### config.mk
export PLATFORM = sky130hd
export DESIGN_NAME = lsc_regs
export DESIGN_NICKNAME = d
export VERILOG_FILES = /design/src/core/lsc_pkg.sv /design/src/core/lsc_pin_sync.sv /design/src/core/lsc_regs.sv
export SDC_FILE = /design/constraint.sdc
export NUM_CORES = 1
export LEC_CHECK = 0
export BUFFER_PORTS_ARGS = -buffer_cell sky130_fd_sc_hd__buf_2
export CAP_MARGIN = 20
export CORE_MARGIN = 3
export CORE_UTILIZATION = 28
export DETAILED_ROUTE_END_ITERATION = 8
export GPL_TIMING_DRIVEN = 0
export PLACE_DENSITY_LB_ADDON = 0.08
export SYNTH_ARGS = -nofsm -noshare
export SYNTH_HDL_FRONTEND = slang
export SYNTH_SLANG_ARGS = --single-unit
### constraint.sdc
create_clock -name pclk -period 0.86 [get_ports pclk]
set_input_delay 0.086 -clock pclk [delete_from_list [all_inputs] [get_ports pclk]]
set_output_delay 0.086 -clock pclk [all_outputs]
set_load 0.03 [all_outputs]
### src/core/lsc_pkg.sv
package lsc_pkg;
  // Byte addresses of the two documented words
  localparam logic [7:0] LSC_OFF_STATUS = 8'h04;
  localparam logic [7:0] LSC_OFF_CONFIG = 8'h08;
  // Interrupt block words
  localparam logic [7:0] LSC_OFF_IRQ_STAT = 8'h90;
  localparam logic [7:0] LSC_OFF_IRQ_EN   = 8'h94;
  localparam logic [7:0] LSC_OFF_IRQ_CLR  = 8'h98;
  // Status field positions
  localparam int LSC_ST_RFP   = 12;
  localparam int LSC_ST_FREQ  = 11;
  localparam int LSC_ST_LOSH  = 10;
  localparam int LSC_ST_ERRH  = 9;
  localparam int LSC_ST_SYNCH = 8;
  localparam int LSC_ST_LOS   = 2;
  localparam int LSC_ST_ERR   = 1;
  localparam int LSC_ST_SYNC  = 0;
  // Config field positions
  localparam int LSC_CF_INS   = 3;
  localparam int LSC_CF_FORCE = 2;
  localparam int LSC_CF_ROLE  = 1;
  localparam int LSC_CF_TXEN  = 0;
  // Interrupt event positions
  localparam int LSC_IRQ_N    = 5;
  localparam int LSC_EV_RFP   = 0;
  localparam int LSC_EV_FREQ  = 1;
  localparam int LSC_EV_LOS   = 2;
  localparam int LSC_EV_ERR   = 3;
  localparam int LSC_EV_SYNC  = 4;
  // Reset values
  localparam logic [31:0] LSC_RST_WORD = 32'h0000_0000;
  localparam logic        LSC_RST_BIT  = 1'b0;
  // Frame pulse period in ms
  localparam int LSC_RFP_MS = 10;
  // Pin synchroniser depth
  localparam int LSC_SYNC_FF = 3;
endpackage

### src/core/lsc_pin_sync.sv
`timescale 1ns/1ps
// Three-stage synchroniser; change taken when stages two and three agree
module lsc_pin_sync #(
  parameter int W = 1
) (
  input  wire logic         pclk,
  input  wire logic         presetn,
  input  wire logic [W-1:0] din,
  output logic      [W-1:0] dout
);
  logic [W-1:0] s1_q;   // Metastable stage, read only by s2
  logic [W-1:0] s2_q;   // Second stage
  logic [W-1:0] s3_q;   // Third stage

  // Refuse a width the chain cannot build
  if (W < 1) begin : g_bad_w
    $error("lsc_pin_sync width must be positive");
  end

  // Shift chain
  always_ff @(posedge pclk or negedge presetn) begin
    if (!presetn) begin
      s1_q <= '0;
      s2_q <= '0;
      s3_q <= '0;
    end else begin
      s1_q <= din;
      s2_q <= s1_q;
      s3_q <= s2_q;
    end
  end

  // Per bit agreement filter holds the old value while stages differ
  genvar i;
  generate
    for (i = 0; i < W; i++) begin : g_bit
      always_ff @(posedge pclk or negedge presetn) begin
        if (!presetn) begin
          dout[i] <= 1'b0;
        end else if (s2_q[i] == s3_q[i]) begin
          dout[i] <= s3_q[i];
        end
      end
    end
  endgenerate
endmodule

### src/core/lsc_regs.sv
`timescale 1ns/1ps
// Layer 1 status and configuration registers behind APB
module lsc_regs #(
  parameter bit SYNC_MODE_SLAVE = 1'b0,  // Reset value of the role bit
  parameter bit DEBUG_EN        = 1'b1,  // Debug mismatch output driven; tied low when 0
  parameter int CTRL_ENTRIES    = 256    // Control word table entries
) (
  input  wire logic        pclk,
  input  wire logic        presetn,
  input  wire logic        psel,
  input  wire logic        penable,
  input  wire logic        pwrite,
  input  wire logic [7:0]  paddr,
  input  wire logic [31:0] pwdata,
  input  wire logic [3:0]  pstrb,
  output logic      [31:0] prdata,
  output logic             pready,
  output logic             pslverr,
  input  wire logic        rx_rfp,              // Frame pulse, async
  input  wire logic        rx_freq_mismatch,    // Mismatch pulse, async
  input  wire logic        rx_los,              // Loss of signal level
  input  wire logic        line_code_violation, // 8b10b violation
  input  wire logic        sync_hdr_violation,  // 64b66b violation
  input  wire logic        mode_64b66b,         // Line coding select
  input  wire logic        rx_hfnsync,          // Hyperframe sync level
  input  wire logic        ctrl_entry_valid,    // Control slot reached
  input  wire logic        ctrl_entry_flag,     // Entry insert flag
  output logic             ctrl_insert,         // Write control byte
  output logic             tx_enable,           // Transmit gate
  output logic             self_sync_test,      // Slave self sync
  output logic             slave_role,          // 1 is slave
  output logic             dbg_freq_alarm,      // Raw mismatch debug
  output logic             irq
);
  localparam int NIN = 6;
  localparam int NEV = lsc_pkg::LSC_IRQ_N;  // Interrupt event count

  logic [NIN-1:0] pin_s;          // Synchronised pin inputs
  logic           rfp_d1_q;       // Previous frame pulse level
  logic           frq_d1_q;       // Previous mismatch level
  logic           rfp_ev;         // Frame pulse rising edge
  logic           frq_ev;         // Mismatch rising edge
  logic           los_s;          // Synced loss of signal
  logic           err_s;          // Synced line error per mode
  logic           sync_s;         // Synced hyperframe sync
  logic [12:0]    status_q;       // Live status fields
  logic [3:0]     config_q;       // Config fields
  logic [NEV-1:0] ist_q;          // Sticky interrupt status
  logic [NEV-1:0] ien_q;          // Interrupt enables
  logic [NEV-1:0] iev;            // Interrupt events
  logic           acc;            // Access phase strobe
  logic           wr;             // Write strobe
  logic           rd_status;      // Read of status word
  logic [31:0]    rd_mux;         // Read data select
  logic           hit;            // Mapped address

  // Refuse a table size the insertion path cannot serve
  if (CTRL_ENTRIES < 1) begin : g_bad_entries
    $error("lsc_regs needs control entries");
  end

  // All link side inputs are foreign to pclk
  lsc_pin_sync #(.W(NIN)) u_sync (
    .pclk    (pclk),
    .presetn (presetn),
    .din     ({rx_rfp, rx_freq_mismatch, rx_los, line_code_violation,
               sync_hdr_violation, rx_hfnsync}),
    .dout    (pin_s)
  );

  // Edge history for pulse style inputs
  always_ff @(posedge pclk or negedge presetn) begin
    if (!presetn) begin
      rfp_d1_q <= 1'b0;
      frq_d1_q <= 1'b0;
    end else begin
      rfp_d1_q <= pin_s[5];
      frq_d1_q <= pin_s[4];
    end
  end

  assign rfp_ev = pin_s[5] & ~rfp_d1_q;
  assign frq_ev = pin_s[4] & ~frq_d1_q;
  assign los_s  = pin_s[3];
  // Error source follows the line coding in use
  assign err_s  = mode_64b66b ? pin_s[1] : pin_s[2];
  assign sync_s = pin_s[0];

  // Zero wait APB: answer in the access cycle
  assign acc       = psel & penable;
  assign wr        = acc & pwrite;
  assign rd_status = acc & ~pwrite & (paddr == lsc_pkg::LSC_OFF_STATUS);

  // Address decode for reads
  always_comb begin
    rd_mux = 32'h0000_0000;
    hit    = 1'b1;
    if (paddr == lsc_pkg::LSC_OFF_STATUS) begin
      // Word as it stands after this edge, so a set here is not lost
      rd_mux[12:0] = {status_q[12:8] |
                      {rfp_ev, frq_ev, los_s, err_s, sync_s},
                      5'h00, los_s, err_s, sync_s};
    end else if (paddr == lsc_pkg::LSC_OFF_CONFIG) begin
      rd_mux[3:0] = config_q;
    end else if (paddr == lsc_pkg::LSC_OFF_IRQ_STAT) begin
      rd_mux[NEV-1:0] = ist_q;
    end else if (paddr == lsc_pkg::LSC_OFF_IRQ_EN) begin
      rd_mux[NEV-1:0] = ien_q;
    end else if (paddr == lsc_pkg::LSC_OFF_IRQ_CLR) begin
      rd_mux = 32'h0000_0000;  // Write only, reads zero
    end else begin
      hit = 1'b0;
    end
  end

  // Bus answer registers
  always_ff @(posedge pclk or negedge presetn) begin
    if (!presetn) begin
      prdata  <= 32'h0000_0000;
      pready  <= 1'b0;
      pslverr <= 1'b0;
    end else begin
      pready  <= psel & ~penable;
      pslverr <= psel & ~penable & ~hit;
      if (psel & ~penable & ~pwrite) begin
        prdata <= rd_mux;
      end
    end
  end

  // Status fields; new events win over the read clear
  // Cleared at the access edge; the returned word was built at the setup
  // edge with that edge's events in it, so nothing slips between the two
  always_ff @(posedge pclk or negedge presetn) begin
    if (!presetn) begin
      status_q <= 13'h0000;
    end else begin
      status_q[lsc_pkg::LSC_ST_RFP] <= rfp_ev |
        (status_q[lsc_pkg::LSC_ST_RFP] & ~rd_status);
      status_q[lsc_pkg::LSC_ST_FREQ] <= frq_ev |
        (status_q[lsc_pkg::LSC_ST_FREQ] & ~rd_status);
      status_q[lsc_pkg::LSC_ST_LOSH] <= los_s |
        (status_q[lsc_pkg::LSC_ST_LOSH] & ~rd_status);
      status_q[lsc_pkg::LSC_ST_ERRH] <= err_s |
        (status_q[lsc_pkg::LSC_ST_ERRH] & ~rd_status);
      status_q[lsc_pkg::LSC_ST_SYNCH] <= sync_s |
        (status_q[lsc_pkg::LSC_ST_SYNCH] & ~rd_status);
      status_q[7:3] <= 5'h00;
      // Live levels track their inputs; a read cannot hold them low
      status_q[lsc_pkg::LSC_ST_LOS]  <= los_s;
      status_q[lsc_pkg::LSC_ST_ERR]  <= err_s;
      status_q[lsc_pkg::LSC_ST_SYNC] <= sync_s;
    end
  end

  // Config register with byte lane zero write
  always_ff @(posedge pclk or negedge presetn) begin
    if (!presetn) begin
      config_q <= {1'b0, 1'b0, SYNC_MODE_SLAVE, lsc_pkg::LSC_RST_BIT};
    end else if (wr && paddr == lsc_pkg::LSC_OFF_CONFIG && pstrb[0]) begin
      config_q <= pwdata[3:0];
    end
  end

  // Interrupt events mirror the sticky status sources
  assign iev[lsc_pkg::LSC_EV_RFP]  = rfp_ev;
  assign iev[lsc_pkg::LSC_EV_FREQ] = frq_ev;
  assign iev[lsc_pkg::LSC_EV_LOS]  = los_s;
  assign iev[lsc_pkg::LSC_EV_ERR]  = err_s;
  assign iev[lsc_pkg::LSC_EV_SYNC] = sync_s;

  // Interrupt enable register
  always_ff @(posedge pclk or negedge presetn) begin
    if (!presetn) begin
      ien_q <= '0;
    end else if (wr && paddr == lsc_pkg::LSC_OFF_IRQ_EN && pstrb[0]) begin
      ien_q <= pwdata[NEV-1:0];
    end
  end

  // Sticky interrupt status; set wins over write-one-to-clear
  always_ff @(posedge pclk or negedge presetn) begin
    if (!presetn) begin
      ist_q <= '0;
    end else if (wr && paddr == lsc_pkg::LSC_OFF_IRQ_CLR && pstrb[0]) begin
      ist_q <= iev | (ist_q & ~pwdata[NEV-1:0]);
    end else begin
      ist_q <= iev | ist_q;
    end
  end

  // Registered outputs
  always_ff @(posedge pclk or negedge presetn) begin
    if (!presetn) begin
      irq            <= 1'b0;
      ctrl_insert    <= 1'b0;
      tx_enable      <= 1'b0;
      self_sync_test <= 1'b0;
      slave_role     <= 1'b0;
      dbg_freq_alarm <= 1'b0;
    end else begin
      irq <= |(ist_q & ien_q);
      // Insertion needs master enable and the entry's own flag
      ctrl_insert <= config_q[lsc_pkg::LSC_CF_INS] & ctrl_entry_valid &
                     ctrl_entry_flag;
      tx_enable   <= config_q[lsc_pkg::LSC_CF_TXEN];
      // Self test only meaningful in slave role; master ignores it
      self_sync_test <= config_q[lsc_pkg::LSC_CF_FORCE] &
                        config_q[lsc_pkg::LSC_CF_ROLE];
      slave_role  <= config_q[lsc_pkg::LSC_CF_ROLE];
      // Raw pulse copy; tied low when the option is off
      dbg_freq_alarm <= DEBUG_EN ? pin_s[4] : 1'b0;
    end
  end
endmodule

==> results.txt, run 1 <==
* Outcome: finished with violations
- Violations in the final reports: negative hold slack, negative setup slack
- The detailed router finished its first iteration with between 60 and 70 violations.
- The total count of max-transition violations in the final report was 0.
- Number of I/O port buffers: between 40 and 50
- Fin crit period: roughly 1200 ps
* Grt total ovfl: 0
- After technology mapping, the gate count stands at 199.
- The first global-routing pass estimated ~9 mm of wire.
* Routed vias/inst: ~4.4
- Summing the areas of all compound-gate instances in the mapped netlist gives under 10% of the synthesized area.
- In the final design database the tool counted between 300 and 400 nets.
- Number of warnings issued by yosys: 0
- Relative area change from synthesis to final layout: 48.6%
* Critical setup path kind: input pin to flip-flop
- After synthesis, the mean cell area works out to approximately 13 um2.
* Post-synthesis share of cell area spent on full adders, half adders and majority gates: under 10%
- The initial utilization of the core area, before any placement, comes to 29.6%.
* Number of top-level pins: ~100
* Via count of the first global-routing pass: around 1800
- Counting flops and latches in the post-synthesis netlist gives 62.
- X dimension of the die: between 100 and 150 um
* Leading cell type in the layout, fill and taps excluded: sky130_fd_sc_hd__dfrtp_1
* Worst-case register-to-register setup slack: -140 ps
- Actual slew at the worst max-slew pin: 789 ps
- Across the VDD grid, the largest voltage drop is about 700 uV.
- Clock latency of the later-clocked register in the worst-skew pair: ~340 ps
* Maximum number of pins on one net before global-route repair: between 60 and 70
* Die outline height: 100 um
* First drt pass iteration count: 4
- Number of vias in the routed layout: roughly 1800
- Die area: 10100 um2
- Across all setup checks in the final design, the least slack found is -340 ps.
* DRC errors left: 0
* Remaining max-slew budget at the tightest pin: between 40% and 50%
- Max_cap viols: 0
- After clock tree synthesis, the clock-pin slew on the worst setup and hold paths is approximately 70 ps.
* Pwr Density: ~1700 nW/um2
- LEAKAGE: around 1.8 nW
* Root Buffer: sky130_fd_sc_hd__clkbuf_8
- RSZ-0062 raised after global routing: yes
* TritonCTS buffer count: 9
- Core Footprint: about 8400 um2
* Dominant combinational cell family by area after synthesis: simple AND/OR/NAND/NOR gates
* Simple-gate share of the synthesized area: 15.2%
- Deepest clock path buffer count: 2
* Initial antenna violation count: 0
- Critical path data arrival time: 1420 ps
- CTS tree: done
- Summing every instance area after synthesis gives roughly 2500 um2.
* Antenna diode count: 0
- The synthesized netlist contains 34 unique library cells.
- Pre-CTS setup slack: -927 ps
- The tightest hold path in the finished design has a slack of -178 ps.
- After detailed routing, the average wire length per cell comes to ~14 um.
* Max Fclk: ~830 MHz
* DPL Wire Length: 3.78 mm
- Final Hold Fails: 62
- The H-tree generated during clock tree synthesis spans 3 levels.
- Placed Instance Area: around 3000 um2
- Including well taps, the total number of placed cells is 370.
- With fillers left out, the area of the finished cells amounts to approximately 3700 um2.
* # setup viols final: 50
- Post-synthesis share of cell area spent on xor and xnor gates: 0%
* Period Utilization, post-route: 140%
- On the final layout, the worst clock skew is between 9 and 10 ps.
- In the layout the commonest cells are sky130_fd_sc_hd__dfrtp_1 (60), sky130_fd_sc_hd__buf_4 (35), sky130_fd_sc_hd__buf_6 (25), sky130_fd_sc_hd__buf_2 (22), sky130_fd_sc_hd__conb_1 (22).
- Kind of launch point of the worst setup path: input pin
* Hold Path Class: input pin to asynchronous set/reset pin
- The layout has just over 800 filler cells.
* Last weighted congestion value of the routability-driven placer: slightly above 0.7
- STA classifies the critical path endpoint as a flip-flop.
- Required time at the worst-slack endpoint: 1080 ps
- Hold bufs inserted after CTS: 11
* Count of standard-cell rows: 33
- Total GRT Usage: between 10% and 20%
* Combined flip-flop and latch cell area: approximately 1600 um2
* Post-DRT Antenna Nets: 0
- Once layout is complete, the cells apart from fillers number 414.
* Multi-input combinational cell area: 1010 um2
- Sequential element share of the synthesized area: roughly 62%
- Biggest fanout along the worst timing path: 5
- Measured against the total synthesized area, the mux share comes to between 4 and 5%.
* # clock sinks: a little over 60
- Routed Wire Length: 5.63 mm
- Proportion of layout cells with a drive suffix above 1: approximately 46%
## logic make-up after synthesis
kind of cell,Yosys count
muxes,11
AOI/OAI and AO/OA,29
buffers and inverters,26
adders and majority gates,6
DFF,62
and+or+nand+nor,64
other,1
## path summary, 6_finish.rpt
path,cells after the start,startpoint,to
worst min-delay path,1,presetn,u_sync.s1_q[5]
min in group pclk,2,pwdata[3],config_q[3]
worst max-delay path,5,paddr[1],config_q[1]
max in group asynchronous,1,presetn,u_sync.dout[0]
worst min register to register,0,u_sync.s1_q[4],u_sync.s2_q[4]
worst max register to register,3,u_sync.dout[2],prdata[1]
## synthesized netlist by cell type, drive strengths merged
| library cell | count | area, um2 |
|---|---|---|
| dfrtp | 62 | 1550 |
| buf | 23 | 170 |
| nand2 | 19 | 71.3 |
| nand3 | 11 | 55.1 |
| a21o | 10 | 75.1 |
| mux2 | 10 | 113 |
| o21ai | 9 | 45.0 |
| nor2 | 8 | 30.0 |
| maj3 | 6 | 60.1 |
| nand4 | 5 | 31.3 |
| and3 | 4 | 25.0 |
| nor2b | 4 | 25.0 |
| o211ai | 4 | 30.0 |
| clkbuf | 3 | 11.3 |
| nor4 | 3 | 33.8 |
| and2 | 2 | 12.5 |
| a211oi | 1 | 7.51 |
| a21oi | 1 | 5.00 |
| a222oi | 1 | 10.0 |
| a22oi | 1 | 7.51 |
| conb | 1 | 3.75 |
| mux2i | 1 | 10.0 |
| nand2b | 1 | 8.76 |
| nand4bb | 1 | 11.3 |
| nor3 | 1 | 10.0 |
| nor3b | 1 | 18.8 |
| nor4b | 1 | 15.0 |
| nor4bb | 1 | 10.0 |
| o211a | 1 | 10.0 |
| o21a | 1 | 7.51 |
| or3b | 1 | 8.76 |
| or4b | 1 | 13.8 |
## what timing repair did
item | 4_1_cts | 5_1_grt
pin swaps | 13 | 18
resized for setup | 82 | 20
gates cloned | 0 | 0
setup buffers | 14 | 3
setup endpoints to repair | 53 | 53
endpoints found under the hold margin | 72 | 62
## metal layers
layer / wire length (um) / global-route usage [%] / vias to the layer above
li1: - / - / 867
met1: 2490 / 15.0 / 873
met2: 2640 / 17.8 / 51
met3: 320 / 3.47 / 14
met4: 180 / 7.77 / 0
met5: 0 / 0 / -
## sequential cells by signal (all words and copies together) (netlist names), 4 cells and up
name,flops
u_sync.s3_q,6
u_sync.s2_q,6
prdata,10
ien_q,5
u_sync.dout,6
ist_q,5
status_q,5
u_sync.s1_q,6
config_q,4
## power by group
part           total [mW]  internal, mW  leakage, nW  switching, mW
logic               0.730         0.337        0.914          0.394
clock network        2.33          1.20       0.0913           1.13
registers            3.08          3.01        0.749         0.0645
total                6.14          4.54         1.75           1.59
## area by class of cell
cell class / count / area share [%]
repair buffers: 73 / 17.0
clock buffers: 11 / 4.08
plain buffers: 26 / 5.49
clock inverters: 5 / 0.910
well taps: 105 / 3.54
flip-flops and latches: 62 / 41.9
multi-input cells: 132 / 27.1
## per-stage QoR
stage                     TNS, ps  power, mW  util, %  hold WS, ps
after detailed placement   -20910       3.67     35.1          195
after floorplan             -9310       3.46        -         -210
final                       -7090       6.14     44.1         -178
after global routing        -9220       6.42     44.1         -121
after global placement     -54520       3.67     35.1          194
after CTS                   -7900       6.23     43.0         -148
## worst max-delay path, stage by stage
cell and delay, ps:
sky130_fd_sc_hd__buf_8 110, sky130_fd_sc_hd__or4b_4 580, sky130_fd_sc_hd__nor3b_4 190, sky130_fd_sc_hd__buf_6 150, sky130_fd_sc_hd__mux2_4 300
Power figures use the tool's default switching activity.
==> run 2: changes to the inputs <==
--- a/config.mk
+++ b/config.mk
@@ -9,5 +9,5 @@
 export CAP_MARGIN = 20
 export CORE_MARGIN = 3
-export CORE_UTILIZATION = 28
+export CORE_UTILIZATION = 40
 export DETAILED_ROUTE_END_ITERATION = 8
 export GPL_TIMING_DRIVEN = 0
==> constraint.sdc (replaced) <==
create_clock -name pclk -period 0.86 [get_ports pclk]
set_input_delay 0.086 -clock pclk [delete_from_list [all_inputs] [get_ports pclk]]
set_output_delay 0.086 -clock pclk [all_outputs]
set_load 0.02 [all_outputs]
==> run 2 against run 1 <==
  * Via count decreased by 1.6%
  * Register-to-register slack about the same
  * Combinational power decreased by 7.3%
  * First-iteration DRC count increased by 23%
  * The flow still finishes with violations (negative hold slack, negative setup slack)
  * Worst setup slack improved by 13 ps
  * Routed wire length decreased by 11%
  * Core utilization increased by 17 points
  * Die area decreased by 28%
  * Hold slack got worse by 39 ps
  * Clock power increased by 47%
  * Fmax increased by 1.1%
  * Global-route usage increased by 3.3 points
==> results.txt, run 2 (synthesis results as in run 1) <==
- The endpoint identified for the worst register-to-register timing path is irq.
* RSZ-0062 raised after global routing: yes
* Total number of nets in the final design: 363 (+0.28%)
- Period Utilization, post-route: 138% (-1.5 points)
* Pre-CTS setup slack: -873 ps (+53.8 ps)
* Grt total ovfl: 0 (unchanged)
- Critical setup path kind: input pin to flip-flop
- Hold Path Class: input pin to asynchronous set/reset pin
* Maximum number of pins on one net before global-route repair: 35 (-44%)
* Initial DRC count: 75 (+23%)
- STA classifies the critical path startpoint as an input pin.
- CTS tree: done
- The number of top-level pins is 98 (unchanged).
- The most critical setup path has its startpoint at paddr[0].
- The worst hold slack was -217 ps (-38.9 ps).
- Flip-flop count of the largest register, all copies and words added: 10 (unchanged)
- The maximum buffer depth of the clock tree was 2 (unchanged).
* Number of vias in the routed layout: 1777 (-1.6%)
- The post-route setup TNS is -7230 ps (-135 ps).
* Total GRT Usage: 15.2% (+3.3 points)
- Worst reg2reg path depth: 2 (-1)
* Routed Wire Length: 5.02 mm (-11%)
- Buffers plus inverters on the worst setup path: 2 (unchanged)
* Max Fclk: 842 MHz (+1.1%)
* Required time at the worst-slack endpoint: 1080 ps (about the same)
* X dimension of the die: 85.0 um (-15%)
- Initial antenna violation count: 0 (unchanged)
- The critical path goes through buf_8 -> or4b_4 -> nor3b_4 -> buf_6 -> mux2_4.
* Root Buffer: sky130_fd_sc_hd__clkbuf_8
- Remaining max-slew budget at the tightest pin: 54.7% (+7.3 points)
* H-tree depth: 3 (unchanged)
- Violations in the final reports: negative hold slack, negative setup slack
- Critical path data arrival time: 1410 ps (about the same)
- Multi-input combinational cell area: 912 um2 (-9.3%)
* Least setup slack across all paths after layout: -327 ps (+12.6 ps)
- Count of standard-cell rows: 28 (-15%)
- Actual slew at the worst max-slew pin: 679 ps (-109 ps)
- Average routed wire per standard cell: 13.0 um (-4.2%)
* Final Hold Fails: 28 (-55%)
- Final total power: 7.16 mW (+17%)
* Relative area change from synthesis to final layout: 47.4%
- Last element of the critical path: config_q[1]
- Via count of the first global-routing pass: 1737 (-5.4%)
- Leading cell type in the layout, fill and taps excluded: sky130_fd_sc_hd__dfrtp_1
- Core Footprint: 5990 um2 (-29%)
* Most frequent cells in the layout: sky130_fd_sc_hd__dfrtp_1 (61), sky130_fd_sc_hd__buf_4 (38), sky130_fd_sc_hd__buf_6 (25), sky130_fd_sc_hd__conb_1 (22), sky130_fd_sc_hd__buf_2 (21)
- DPL Wire Length: 3.43 mm (-9.3%)
- The count of unresolved DRC violations after routing is 0 (unchanged).
- The slowest stage of the critical path is the sky130_fd_sc_hd__or4b_4 cell.
* Worst-case register-to-register setup slack: -130 ps (about the same)
- The time the worst path needs with I/O delays and setup came to 1190 ps (-12.6 ps).
* First drt pass iteration count: 4 (unchanged)
- # clock sinks: 62 (unchanged)
- The number of CTS-inserted buffers was 9 (unchanged).
* Max_cap viols: 0 (unchanged)
- The fraction of layout instances using a drive strength above 1 came to 44.5% (-1.4 points).
* Last weighted congestion value of the routability-driven placer: 0.721 (-0.51%)
- Biggest fanout along the worst timing path: 4 (-1)
* Clock-pin transition on the worst setup and hold timing paths: 70 ps (about the same)
- Grouping stages by cell kind, the critical path spends the most delay in simple AND/OR/NAND/NOR gates.
* Final clock skew: 4.51 ps (-4.73 ps)
- The count of buffers from port buffering is 45 (unchanged).
- The leakage power figure came to 1.75 nW (about the same).
- The insertion delay to the later sink of the worst-skew pair is 330 ps (about the same).
- IR drop worst, VDD: 1330 uV (+86%)
* Pwr Density: 1950 nW/um2 (+18%)
* Combined flip-flop and latch cell area: 1550 um2 (about the same)
- Antenna diode count: 0 (unchanged)
- Critical path's largest stage delay: 570 ps (about the same)
- The die boundary height came to 85.0 um (-15%).
- The final standard cell utilization of the core was 61.4% (+17 points).
* Die area: 7230 um2 (-28%)
- Wire length of the first global-routing pass: 8.49 mm (-6.9%)
- In this run the critical register-to-register path is launched from ist_q[4].
* Fillcell total: 490 (-41%)
* Post-DRT Antenna Nets: 0 (unchanged)
- The register with the most flip-flops in the final layout is prdata.
* Outcome: finished with violations
- The number of vias per cell was 4.62 (+5.9%).
- The total count of max-transition violations in the final report was 0 (unchanged).
* Hold bufs inserted after CTS: 10 (-1)
* Endpoint kind of the worst setup timing path: flip-flop
- Initial core utilization: 41.7% (+12 points)
- The total setup violations reported at the end of the flow came to 49 (-2.0%).
* Crit path depth: 5 (unchanged)
[run 2: changes by cell type in the layout (fill, tap and decap cells not counted), moves of 3 or more]
cell | before | now
sky130_fd_sc_hd__mux2_2 | 0 | 5
sky130_fd_sc_hd__bufinv_16 | 0 | 4
sky130_fd_sc_hd__buf_4 | 35 | 38
sky130_fd_sc_hd__o21ai_2 | 5 | 0
sky130_fd_sc_hd__o21ai_1 | 3 | 6
sky130_fd_sc_hd__nor2_2 | 0 | 3
sky130_fd_sc_hd__mux2_4 | 10 | 5
[run 2: per-stage QoR]
stage / cell area, um2 / cells
floorplan: 2600 / 220
global placement: 2920 / 340
detailed placement: 2940 / 341
CTS: 3610 / 381
global route: 3680 / 385
finish: 3680 / 385
[run 2: layout make-up]
cell class                      instances  area share [%]
Sequential cell                        62            42.2
Multi-Input combinational cell        132            24.8
Timing Repair Buffer                   74            17.8
Buffer                                 26            5.40
Clock inverter                          7            3.94
Clock buffer                            9            3.37
Tap cell                               75            2.55
[run 2: where the power goes]
group	total (mW)	switching, mW	internal, mW
logic	0.677	0.332	0.346
registers	3.07	0.0555	3.01
clock network	3.42	1.19	2.23
total	7.16	1.57	5.59
[run 2: how the worst min path moves through the flow]
stage                              from             end  slack [ps]
floorplan                       presetn     config_q[0]        -210
global placement    line_code_violation  u_sync.s1_q[2]         190
detailed placement              presetn          pready         160
CTS                             presetn  u_sync.s3_q[0]        -210
global route                    presetn  u_sync.dout[0]        -180
finish                          presetn  u_sync.dout[0]        -220
[run 2: timing repair]
action,in CTS,in global routing
gates resized for setup,62,17
endpoints found under the setup margin,54,51
endpoints found under the hold margin,37,28
pin swaps,5,5
setup buffers,14,4
[run 2: metal layers]
metal	share of wire (%)	global-route usage [%]	wire length, um
met1	45	20.0	2250
met2	46	23.2	2320
met3	7.2	4.76	359
met4	1.8	6.91	88
met5	0	0	0
[run 2: worst reg2reg max path: stages, from the launching register on]
cell and delay (ps):
sky130_fd_sc_hd__dfrtp_1 390, sky130_fd_sc_hd__a222oi_1 380, sky130_fd_sc_hd__nand2_1 100
==> run 3: changes to the inputs <==
- ABC_AREA: not set -> 1
==> run 3 against run 2 <==
  * The run still ends with negative hold slack, negative setup slack left
  * Sequential share of layout area is 0.92 points higher
  * Sequential cell count stayed put
  * Clock skew is 5.4 ps higher
  * Largest power group is now registers
==> results.txt, run 3 <==
* Number of I/O port buffers: 45 (unchanged)
* Hold Path Class: input pin to asynchronous set/reset pin
- The starting density of the core came to 42.8% (+1.1 points).
- First drt pass iteration count: 4 (unchanged)
- Wire length of the first global-routing pass: 8.53 mm (+0.41%)
* RSZ-0062 raised after global routing: yes
- The netlist area before placement came to 2630 um2 (+5.2%).
- The floorplan die width came to 87.0 um (+2.4%).
- Maximum number of pins on one net before global-route repair: 34 (-2.9%)
* Proportion of layout cells with a drive suffix above 1: 37.5% (-7.0 points)
- The number of antenna-violating nets in the routed design was 0 (unchanged).
* Combined flip-flop and latch cell area: 1550 um2 (about the same)
* Initial DRC count: 112 (+49%)
* Die outline height: 87.0 um (+2.4%)
- The setup slack after placement is -294 ps (+579 ps).
- Die area: 7570 um2 (+4.8%)
* GRT met2 Usage: 22.3% (-0.87 points)
- Count of standard-cell rows: 28 (unchanged)
* Dominant delay contributor by cell family on the critical path: flip-flops
* Routed Wire Length: 5.15 mm (+2.7%)
- The met3 global-route usage was 4.54% (-0.22 points).
- The library cell used most frequently in the layout, excluding fill and tap cells, is sky130_fd_sc_hd__nand2_1.
- Final Hold Fails: 29 (+3.6%)
- The vias after detailed routing is 1903 (+7.1%).
- Max_cap viols: 0 (unchanged)
* Post-Syn Area per Cell: 9.87 um2 (-21%)
- The count of antenna diodes in the layout is 0 (unchanged).
* Most repeated cell in the gate-level netlist after synthesis: sky130_fd_sc_hd__nand2_1
- Clock-pin transition on the worst setup and hold timing paths: 70 ps (about the same)
- The filler cell count was 543 (+11%).
- Average routed wire per standard cell: 11.6 um (-11%)
- The total half-perimeter wirelength after legalization and detailed placement came to 3.65 mm (+6.2%).
* Syn Inst Count: 266 (+34%)
- The count of unresolved DRC violations after routing came to 0 (unchanged).
- Outcome: finished with violations
* Multi-input combinational cell area: 928 um2 (+1.8%)
- Initial antenna violation count: 0 (unchanged)
- Hold bufs inserted after CTS: 9 (-1)
- Endpoint kind of the worst setup timing path: output port
* IR drop worst, VDD: 1630 uV (+22%)
- Most frequent cells in the layout: sky130_fd_sc_hd__nand2_1 (71), sky130_fd_sc_hd__dfrtp_1 (62), sky130_fd_sc_hd__buf_4 (30), sky130_fd_sc_hd__buf_2 (27), sky130_fd_sc_hd__conb_1 (22)
- met2 is the most crowded layer.
* Root Buffer: sky130_fd_sc_hd__clkbuf_8
* Largest register by flop count: prdata
- Ranked by total cell area, the synthesized netlist is headed by sky130_fd_sc_hd__dfrtp_1 (59%), sky130_fd_sc_hd__nand2_1 (11%), sky130_fd_sc_hd__buf_4 (6.3%), sky130_fd_sc_hd__nand3_1 (3.8%), sky130_fd_sc_hd__inv_1 (3.0%).
- The peak per-stage delay on the critical path came to 420 ps (-150 ps).
- Met1 track demand over resource: 19.3% (-0.70 points)
* Core Footprint: 6130 um2 (+2.3%)
* Worst Hold Margin: -214 ps (+3.77 ps)
- The insertion delay to the later sink of the worst-skew pair was 340 ps (about the same).
- The slew of the pin with the lowest slew margin was 686 ps (+6.69 ps).
* Required time at the worst-slack endpoint: 770 ps (-310 ps)
- Number of top-level pins: 98 (unchanged)
- Number of enable-type register cells in the synthesized netlist: 0 (unchanged)
* Synth cell count leaders: sky130_fd_sc_hd__nand2_1 (76), sky130_fd_sc_hd__dfrtp_1 (62), sky130_fd_sc_hd__buf_4 (22), sky130_fd_sc_hd__inv_1 (21), sky130_fd_sc_hd__nand3_1 (20)
- Among all flip-flop cells after synthesis, the most frequent one is sky130_fd_sc_hd__dfrtp_1.
* Via count of the first global-routing pass: 1851 (+6.6%)
- The critical path goes through buf_6.
* Synth async-reset ratio: 100% (unchanged)
- The checks that failed: negative hold slack, negative setup slack.
* Relative area change from synthesis to final layout: 37.1%
- Register bit count reported by yosys: 62 (unchanged)
* # clock sinks: 62 (unchanged)
- TritonCTS buffer count: 9 (unchanged)
* Number of warnings issued by yosys: 0 (unchanged)
- The critical path in this run is classified as flip-flop to output port.
- Number of slew-limit violations in the final report: 0 (unchanged)
* Total number of nets in the final design: 421 (+16%)
- Critical-path cell with the highest stage delay: sky130_fd_sc_hd__dfrtp_1
- H-tree depth: 3 (unchanged)
* Cell type with the highest aggregate area in the netlist: sky130_fd_sc_hd__dfrtp_1
* # setup viols final: 19 (-61%)
* Synth cell types: 22 (-35%)
- The number of placed instances with taps included came to 408 (+20%).
* Total GRT Usage: 14.8% (-0.46 points)
* Critical path data arrival time: 900 ps (-510 ps)
* CTS tree: done
- Post-synth top area share: 59.1% (-3.0 points)
* Pwr Density: 1790 nW/um2 (-7.8%)
* Sequential element share of the synthesized area: 59.1% (-3.0 points)
- Final clock skew: 9.88 ps (+5.38 ps)
* Kind of launch point of the worst setup path: flip-flop
- The relative slew slack was 54.3% (-0.45 points).
- Buffers plus inverters on the worst setup path: 1 (-1)
- Deepest clock path buffer count: 2 (unchanged)
- The filler-free cell count of the finished design is 443 (+15%).
- The worst setup slack after layout was -126 ps (+201 ps).
- The leakage power figure is 1.91 nW (+8.9%).
* Biggest fanout along the worst timing path: 2 (-2)
- Last weighted congestion value of the routability-driven placer: 0.782 (+8.5%)
- The number of flip-flops under the largest register name is 10 (unchanged).
- Period Utilization, post-route: 115% (-23 points)
* Fin crit period: 986 ps (-201 ps)
- The highest achievable clock rate came to 1010 MHz (+20%).
- Routed vias/inst: 4.30 (-6.9%)
* Grt total ovfl: 0 (unchanged)
## run 3: layer usage
metal,vias to the layer above,share of wire (%)
met5,-,0
met2,51,46
met3,9,6.8
met4,0,1.6
li1,981,-
met1,862,45
## run 3: layout make-up
class | instances | share of cell area [%]
tap | 75 | 2.61
sequential | 62 | 43.1
clock buffer | 10 | 3.55
buffer | 23 | 4.90
inverter | 28 | 2.92
timing repair buffer | 65 | 14.7
multi-input combinational | 174 | 25.8
clock inverter | 6 | 2.40
## run 3: metrics by stage
stage	util, %	instance area, um2	power, mW	TNS [ps]
final	58.7	3600	6.46	-1610
after global routing	58.7	3600	6.71	-2380
after CTS	57.8	3550	6.50	-1850
after detailed placement	49.7	3040	3.65	-5660
after global placement	49.3	3020	3.63	-34760
after floorplan	-	2710	3.44	0
## run 3: final timing paths
path | startpoint | end | slack [ps] | cells after the start
worst max register to register | ien_q[1] | irq | -50 | 4
worst min-delay path | presetn | u_sync.s1_q[4] | -210 | 1
worst max-delay path | prdata[12] | prdata[12] | -130 | 1
worst min register to register | u_sync.s1_q[4] | u_sync.s2_q[4] | 350 | 0
min in group pclk | pwdata[0] | ist_q[0] | 10 | 4
max in group asynchronous | presetn | prdata[3] | 470 | 2
## run 3: power by group
part           internal (mW)  total, mW  switching (mW)
clock                   1.63       2.75            1.13
combinational          0.279      0.642           0.363
sequential              3.01       3.06          0.0535
## run 3: cells by family (layout without fill, tap and decap cells)
logic type,Yosys count,count (layout),share of synthesized area [%]
simple gates,128,128,24.1
flops,62,62,59.1
buf+inv,51,132,10.7
compound gates,18,18,3.67
fa+ha+maj,6,6,2.29
other cells,1,22,0.143
## run 3: repair_timing
item | CTS | global route
endpoints found under the setup margin | 25 | 37
resized for setup | 42 | 16
pin swaps | 4 | 14
endpoints found under the hold margin | 37 | 29
setup buffers | 9 | 1
